`config.mk`:
```
export PLATFORM = sky130hd
export DESIGN_NAME = pdc_port_dir
export DESIGN_NICKNAME = d
export VERILOG_FILES = /design/src/pdc_pkg.sv /design/src/pdc_port_dir.sv
export SDC_FILE = /design/constraint.sdc
export NUM_CORES = 1
export LEC_CHECK = 0
export BUFFER_PORTS_ARGS = -buffer_cell sky130_fd_sc_hd__buf_2
export CELL_PAD_IN_SITES_DETAIL_PLACEMENT = 1
export CELL_PAD_IN_SITES_GLOBAL_PLACEMENT = 2
export CORE_MARGIN = 2
export CORE_UTILIZATION = 36
export DETAILED_ROUTE_END_ITERATION = 8
export PLACE_DENSITY_LB_ADDON = 0.1
export SYNTH_ARGS = -nofsm -noshare
export SYNTH_HDL_FRONTEND = slang
export SYNTH_SLANG_ARGS = --single-unit
```
`constraint.sdc`:
```
create_clock -name hclk -period 4.99 [get_ports hclk]
set_clock_uncertainty 0.2 [all_clocks]
set_input_delay 0.2495 -clock hclk [delete_from_list [all_inputs] [get_ports hclk]]
set_output_delay 0.2495 -clock hclk [all_outputs]
set_load 0.1 [all_outputs]
```
`src/pdc_pkg.sv`:
```
// package: register map, reset values and pin carriers for the port direction block
package pdc_pkg;

  // ---------------------------------------------------------------------------
  // register map (printed offsets are word indices; byte address = index * 4)
  // ---------------------------------------------------------------------------
  localparam int NUM_DIR = 13;
  localparam int NUM_OWN = 6;
  localparam int IDX_W = 20;
  localparam int DIR_P4 = 4;
  localparam int DIR_P5 = 5;

  localparam logic [IDX_W-1:0] DIR_IDX [NUM_DIR] = '{
    20'hFFF20, 20'hFFF21, 20'hFFF22, 20'hFFF23, 20'hFFF24, 20'hFFF25, 20'hFFF26,
    20'hFFF27, 20'hFFF29, 20'hFFF2B, 20'hFFF2C, 20'hFFF2E, 20'hFFF2F};

  // writable direction bits; every other bit is fixed at one
  localparam logic [7:0] DIR_WMASK [NUM_DIR] = '{
    8'h7C, 8'hFF, 8'hFF, 8'h03, 8'hFF, 8'h3F, 8'hFF,
    8'hFF, 8'h03, 8'h03, 8'h01, 8'h1D, 8'h0F};

  // port data latches, pull-up options and control mode selects
  localparam int OWN_DATA4 = 0;
  localparam int OWN_DATA5 = 1;
  localparam int OWN_PU4 = 2;
  localparam int OWN_PU5 = 3;
  localparam int OWN_CTRL4 = 4;
  localparam int OWN_CTRL5 = 5;
  localparam logic [IDX_W-1:0] OWN_IDX [NUM_OWN] = '{
    20'hFFF04, 20'hFFF05, 20'hFFF34, 20'hFFF35, 20'hFFF44, 20'hFFF45};

  // ---------------------------------------------------------------------------
  // reset values and pin masks
  // ---------------------------------------------------------------------------
  localparam logic [7:0] DIR_RESET = 8'hFF;
  localparam logic [7:0] OWN_RESET = 8'h00;
  localparam logic [7:0] P4_PIN_MASK = 8'hFF;
  localparam logic [7:0] P5_PIN_MASK = 8'h3F;
  localparam logic [9:0] ADDR_TOP_ZERO = 10'h000;
  localparam logic [23:0] RDATA_PAD = 24'h000000;

  // ---------------------------------------------------------------------------
  // bus and pin carriers
  // ---------------------------------------------------------------------------
  localparam logic HRESP_OKAY = 1'b0;

  typedef struct packed {
    logic [7:0] out;
    logic [7:0] oe;
    logic [7:0] pu;
  } pdc_pin_s;

  typedef struct packed {
    logic [7:0] out;
    logic [7:0] oe;
  } pdc_alt_s;

endpackage

```
`src/pdc_port_dir.sv`:
```
// port 4 / port 5 direction, pull-up and control-mode logic with an AHB-Lite register slave
//
// Functional notes
// - each pin selectable: port mode or peripheral control
// - direction one: input, buffer off; zero: drive latch
// - port 5 has latch and per-bit direction
// - pull-up enable only for input port pins
// - reset sets all direction registers to all ones
//
// The AHB-Lite register port was decided locally.
`timescale 1ns/1ps

module pdc_port_dir (
  // clock and reset
  input wire logic hclk,
  input wire logic hresetn,
  // ahb-lite slave
  input wire logic hsel,
  input wire logic [31:0] haddr,
  input wire logic [1:0] htrans,
  input wire logic hwrite,
  input wire logic [2:0] hsize,
  input wire logic hready,
  input wire logic [31:0] hwdata,
  output logic [31:0] hrdata,
  output logic hreadyout,
  output logic hresp,
  // pin levels
  input wire logic [7:0] p4_pin_in,
  input wire logic [7:0] p5_pin_in,
  // peripheral drive for control mode
  input wire pdc_pkg::pdc_alt_s p4_alt,
  input wire pdc_pkg::pdc_alt_s p5_alt,
  // pin drive
  output pdc_pkg::pdc_pin_s p4_pins,
  output pdc_pkg::pdc_pin_s p5_pins
);
  import pdc_pkg::*;

  // ---------------------------------------------------------------------------
  // address decode helpers
  // ---------------------------------------------------------------------------
  function automatic logic idx_hit(input logic [31:0] addr, input logic [IDX_W-1:0] idx);
    idx_hit = (addr[31:22] == ADDR_TOP_ZERO) && (addr[21:2] == idx);
  endfunction

  function automatic logic [7:0] port_read(input logic [7:0] dir, input logic [7:0] pin,
                                           input logic [7:0] latch);
    port_read = (dir & pin) | (~dir & latch);
  endfunction

  // ---------------------------------------------------------------------------
  // bus pipeline: address phase captured, write applied in data phase
  // ---------------------------------------------------------------------------
  logic wr_pend_ff, nxt_wr_pend;
  logic [31:0] wr_addr_ff, nxt_wr_addr;
  logic [31:0] hrdata_ff, nxt_hrdata;
  logic hreadyout_ff;
  logic hresp_ff;
  logic req;
  logic [7:0] dir_q [NUM_DIR];
  logic [7:0] nxt_dir [NUM_DIR];
  logic [7:0] own_q [NUM_OWN];
  logic [7:0] nxt_own [NUM_OWN];

  // hsize is not checked: only whole-word single transfers are issued
  assign req = hsel && hready && htrans[1];

  always_comb begin
    nxt_wr_pend = req && hwrite;
    nxt_wr_addr = req ? haddr : wr_addr_ff;
    nxt_hrdata = hrdata_ff;
    if (req && !hwrite) begin
      // read from next values so a read right behind a write sees the new data
      nxt_hrdata = 32'h00000000;
      for (int i = 0; i < NUM_DIR; i++) begin
        if (idx_hit(haddr, DIR_IDX[i])) begin
          nxt_hrdata = {RDATA_PAD, nxt_dir[i]};
        end
      end
      for (int j = 0; j < NUM_OWN; j++) begin
        if (idx_hit(haddr, OWN_IDX[j])) begin
          nxt_hrdata = {RDATA_PAD, nxt_own[j]};
        end
      end
      if (idx_hit(haddr, OWN_IDX[OWN_DATA4])) begin
        nxt_hrdata = {RDATA_PAD, port_read(nxt_dir[DIR_P4], p4_pin_in,
                                           nxt_own[OWN_DATA4])};
      end
      if (idx_hit(haddr, OWN_IDX[OWN_DATA5])) begin
        nxt_hrdata = {RDATA_PAD, port_read(nxt_dir[DIR_P5], p5_pin_in & P5_PIN_MASK,
                                           nxt_own[OWN_DATA5]) & P5_PIN_MASK};
      end
    end
  end

  always_ff @(posedge hclk or negedge hresetn) begin
    if (!hresetn) begin
      wr_pend_ff <= 1'b0;
      wr_addr_ff <= 32'h00000000;
      hrdata_ff <= 32'h00000000;
      hreadyout_ff <= 1'b1;
      hresp_ff <= HRESP_OKAY;
    end else begin
      wr_pend_ff <= nxt_wr_pend;
      wr_addr_ff <= nxt_wr_addr;
      hrdata_ff <= nxt_hrdata;
      hreadyout_ff <= 1'b1;
      hresp_ff <= HRESP_OKAY;
    end
  end

  assign hrdata = hrdata_ff;
  assign hreadyout = hreadyout_ff;
  assign hresp = hresp_ff;

  // ---------------------------------------------------------------------------
  // direction registers; unimplemented bits stay one whatever is written
  // ---------------------------------------------------------------------------
  for (genvar g = 0; g < NUM_DIR; g++) begin : g_dir
    logic [7:0] q_ff;
    always_comb begin
      nxt_dir[g] = q_ff;
      if (wr_pend_ff && idx_hit(wr_addr_ff, DIR_IDX[g])) begin
        nxt_dir[g] = (hwdata[7:0] & DIR_WMASK[g]) | ~DIR_WMASK[g];
      end
    end
    always_ff @(posedge hclk or negedge hresetn) begin
      if (!hresetn) begin
        q_ff <= DIR_RESET;
      end else begin
        q_ff <= nxt_dir[g];
      end
    end
    assign dir_q[g] = q_ff;
  end

  // ---------------------------------------------------------------------------
  // data latches, pull-up options, control mode selects
  // ---------------------------------------------------------------------------
  for (genvar k = 0; k < NUM_OWN; k++) begin : g_own
    logic [7:0] q_ff;
    always_comb begin
      nxt_own[k] = q_ff;
      if (wr_pend_ff && idx_hit(wr_addr_ff, OWN_IDX[k])) begin
        nxt_own[k] = hwdata[7:0];
      end
    end
    always_ff @(posedge hclk or negedge hresetn) begin
      if (!hresetn) begin
        q_ff <= OWN_RESET;
      end else begin
        q_ff <= nxt_own[k];
      end
    end
    assign own_q[k] = q_ff;
  end

  // ---------------------------------------------------------------------------
  // pin drive, registered so the pads see no decode glitches
  // ---------------------------------------------------------------------------
  pdc_pin_s p4_ff, nxt_p4;
  pdc_pin_s p5_ff, nxt_p5;
  logic [7:0] dir4, dir5, ctl4, ctl5;

  assign dir4 = dir_q[DIR_P4];
  assign dir5 = dir_q[DIR_P5];
  assign ctl4 = own_q[OWN_CTRL4];
  assign ctl5 = own_q[OWN_CTRL5];

  always_comb begin
    // control mode hands the pin to the peripheral bit by bit
    nxt_p4.out = (ctl4 & p4_alt.out) | (~ctl4 & own_q[OWN_DATA4]);
    nxt_p4.oe = (ctl4 & p4_alt.oe) | (~ctl4 & ~dir4);
    nxt_p4.pu = own_q[OWN_PU4] & dir4 & ~ctl4 & P4_PIN_MASK;
    // port 5 bits 6 and 7 have no pad and are never driven
    nxt_p5.out = ((ctl5 & p5_alt.out) | (~ctl5 & own_q[OWN_DATA5])) & P5_PIN_MASK;
    nxt_p5.oe = ((ctl5 & p5_alt.oe) | (~ctl5 & ~dir5)) & P5_PIN_MASK;
    nxt_p5.pu = own_q[OWN_PU5] & dir5 & ~ctl5 & P5_PIN_MASK;
  end

  always_ff @(posedge hclk or negedge hresetn) begin
    if (!hresetn) begin
      p4_ff <= '0;
      p5_ff <= '0;
    end else begin
      p4_ff <= nxt_p4;
      p5_ff <= nxt_p5;
    end
  end

  assign p4_pins = p4_ff;
  assign p5_pins = p5_ff;

  logic [7:0] drive5_sel;
  assign drive5_sel = ~dir5 & ~ctl5 & P5_PIN_MASK;
endmodule

```
==> results_dict.tcl <==
set metrics [dict create \
    place_congestion 0.8709 \
    remaining_drc_errors 0 \
    maxSlewViolCount 0 \
    cp_data_arrival_time_ps 4360 \
    cts_resized 0 \
    cts_tree "built" \
    hold_path_class "in -> reg" \
    ys_types 77 \
    grt_pass1_wl_um 64470 \
    cp-start-kind "flip-flop" \
    combPwrFrac_pct 15.1 \
    synth_fa_ha_area_share_pct 0 \
    synth_edf_count 0 \
    die-area_um2 34400 \
    cts_buffers 27 \
    final_nets 1439 \
    r2r_end "hrdata[0]" \
    synthXorXnorAreaFrac_pct 0 \
    hold_path_end "wr_addr_ff[4]" \
    timing.final.crit_share_pct 82.93 \
    start_util_pct 36.53 \
    synth.top_cell.area_share_pct 26.81 \
    placementRows 66 \
    n_fill_cell 3627 \
    synth_compound_area_share_pct 11.85 \
    setup_viol 0 \
    antenna_found_initial 1 \
    finalHoldViolCount 0 \
    dp_hpwl_um 31350 \
    pin_count 204 \
    grt_overflow_total 0 \
    port_buffers 135 \
    hold_start "haddr[4]" \
    path_class "reg -> reg" \
    slew_headroom_pct 37.61 \
    pwr-share-seq_pct 42.9 \
    crit_top_cell "a2111oi_0" \
    r2r_slack_ps 850 \
    yosysWarningCount 0 \
    slowest_delay_ps 620 \
    cts_sinks 231 \
    drt-wirelength-per-cell_um 24.06 \
    synth_top_family_by_area "simple AND/OR/NAND/NOR gates" \
    grt_start_max_net_pins 116 \
    post-route-util_pct 45.12 \
    crit_fanout 13 \
    synth_flop_cell "dfrtp_1" \
    fmax_ghz 0.2417 \
    pwr-share-clk_pct 42.0 \
    htree_levels 1 \
    clk_latency_ps 540 \
    hold_path_depth 2 \
    track_usage_pct 25.29 \
    fin_setup_tns_ps 0 \
    core_area_um2 32450 \
    multi_input_area_um2 5504 \
    syn2layout_area_growth_pct 23.54 \
    syn_avg_cell_area_um2 10.83 \
    drt-initial-drc-count 575 \
    cp.required_ps 5210 \
    vdd_drop_max_uv 254.0 \
    vias 9693 \
    p_leak_nw 6.512 \
    wirelength_um 42830 \
    tightest_slew_ps 927.3 \
    die_width_um 185.5 \
    cp_num_buf_inv 1 \
    cts_root_buf "clkbuf_16" \
    worstReg2RegStart "wr_addr_ff[6]" \
    layout-drive-gt1-share_pct 36.47 \
    drt_pass1_iterations 5 \
    rsz0062_at_grt "false" \
    yosysSeqAreaShare_pct 49.86 \
    switchingPower_mw 1.407 \
    crit_slowest_cell "or3_1" \
    switching_share_pct 29.19 \
    yosys.area.top_type "dfrtp_1" \
    synth-simple-area-share_pct 19.63 \
    ant_nets 0 \
    syn_area_um2 11850 \
    ff2ff_path_depth 9 \
    die-height_um 185.5 \
    endpoint_kind "flip-flop" \
    synth-seq-cells 231 \
    clk_pin_slew_ps 60 \
    power_density_nw_per_um2 329.0 \
    via_per_inst 5.446 \
    power_mw 4.819 \
    regArea_um2 5911 \
    fin_crit_ps 4138 \
    p_int_mw 3.412 \
    outcome "completed" \
    cts_max_path_buffers 3 \
    async_flop_share_pct 100.0 \
    syn-instance-count 1095 \
    cp_top_family "simple AND/OR/NAND/NOR gates" \
    synth_mux_area_share_pct 13.83 \
    num_antenna_cells 0 \
    crit_path_cell_trace "or3b_2 -> or3_1 -> nor3_4 -> mux2_2 -> o211ai_1 -> a2111oi_0 -> a2111oi_0 -> buf_4 -> o21ai_1" \
    yosys-top-cells-area "dfrtp_1 (27%), dfstp_2 (23%), mux2_2 (12%)" \
    first_global_vias 10110 \
    drv_cap 0 \
]
==> power groups by stage <==
| stage | clock (mW) | sequential (mW) | combinational (mW) |
|---|---|---|---|
| finish | 2.02 | 2.07 | 0.730 |
| global route | 2.15 | 2.08 | 0.777 |
| CTS | 2.08 | 2.07 | 0.731 |
| detailed placement | 0 | 2.10 | 0.691 |
| global placement | 0 | 2.09 | 0.685 |
| floorplan | 0 | 2.27 | 0.327 |
==> routing by layer <==
| layer | global-route usage, % | routed length, um |
|---|---|---|
| met1 | 34.98 | 19820 |
| met2 | 41.63 | 19790 |
| met3 | 3.678 | 2125 |
| met4 | 6.476 | 1088 |
| met5 | 0 | 0 |
==> cell type report <==
class | count | area share [%]
Clock buffer | 40 | 5.289
Timing Repair Buffer | 241 | 11.19
Sequential cell | 231 | 40.36
Tap cell | 442 | 3.776
Inverter | 36 | 0.9228
Clock inverter | 10 | 0.8715
Multi-Input combinational cell | 780 | 37.59
==> cells in the final DEF (no fill, tap or decap), types with 18 or more instances in the layout <==
| cell | netlist | routed |
|---|---|---|
| nand2_1 | 83 | 83 |
| o21ai_0 | 42 | 42 |
| buf_2 | 1 | 134 |
| nand3_1 | 38 | 38 |
| buf_4 | 32 | 43 |
| and2_1 | 19 | 19 |
| mux2i_1 | 25 | 25 |
| conb_1 | 2 | 32 |
| nand4_1 | 32 | 32 |
| nor3_1 | 18 | 18 |
| nor2_1 | 67 | 67 |
| dlygate4sd3_1 | 0 | 63 |
| mux2_2 | 122 | 122 |
| dfrtp_1 | 127 | 127 |
| nand2b_1 | 29 | 29 |
| clkbuf_16 | 0 | 27 |
| inv_1 | 36 | 36 |
| dfstp_2 | 104 | 104 |
| nor4_1 | 20 | 19 |
==> worst reg2reg max path, delay by kind of cell, from the launching register on <==
family / cells / cell delay [ps]
multiplexers: 1 / 420
flip-flops: 1 / 410
AND/OR/NAND/NOR: 3 / 1780
AO/OA/AOI/OAI: 4 / 1000
buffers and inverters: 1 / 200
==> logic make-up (layout without fill, tap and decap cells) <==
group,Yosys count,in the layout
buffers and inverters,114,327
AND/OR/NAND/NOR,412,412
other,2,32
flip-flops,231,231
AO/OA/AOI/OAI,188,188
multiplexers,148,148
==> worst max path at each step <==
stage / startpoint / end / slack (ps) / cells after the start
4_1_cts: wr_addr_ff[6] / hrdata[0] / 900 / 9
3_3_place_gp: wr_addr_ff[6] / hrdata[5] / 990 / 8
2_1_floorplan: wr_addr_ff[29] / hrdata[5] / 1490 / 10
5_1_grt: wr_addr_ff[26] / hrdata[4] / 720 / 8
3_5_place_dp: wr_addr_ff[6] / hrdata[0] / 920 / 9
6_report: wr_addr_ff[6] / hrdata[0] / 850 / 9
==> through the flow <==
stage / cell area (um2) / hold WS, ps / instances / worst slack, ps
after floorplan: 11970 / -246.1 / 1125 / 1490
after global placement: 13110 / 204.1 / 1667 / 990.8
after detailed placement: 13110 / 202.3 / 1667 / 922.9
after CTS: 14640 / 20.30 / 1780 / 899.2
after global routing: 14640 / 33.02 / 1780 / 718.8
final: 14640 / 35.96 / 1780 / 851.9
==> cell usage after synthesis, drive strengths merged, types with 12 or more instances <==
| library cell | n |
|---|---|
| clkbuf | 42 |
| o21ai | 46 |
| or2 | 17 |
| mux2 | 123 |
| nand4 | 33 |
| nor2b | 12 |
| inv | 36 |
| and2 | 19 |
| dfrtp | 127 |
| nor4 | 24 |
| nand3 | 40 |
| mux2i | 25 |
| buf | 36 |
| nor3 | 21 |
| dfstp | 104 |
| a211oi | 12 |
| and3b | 13 |
| nand2 | 83 |
| and3 | 15 |
| nand2b | 29 |
| nor2 | 67 |
==> repair_timing <==
action / in CTS / in global routing
buffers inserted: 0 / 0
hold endpoints to repair: 154 / 0
hold buffers: 63 / 0
==> sequential cells by signal, summed over array words and instances (netlist names), 18 cells and up <==
signal and flops:
p4_pins 24, g_dir.q_ff 88, p5_pins 18, g_own.q_ff 30, wr_addr_ff 30
Note: power is estimated with default switching activity, not from simulation.
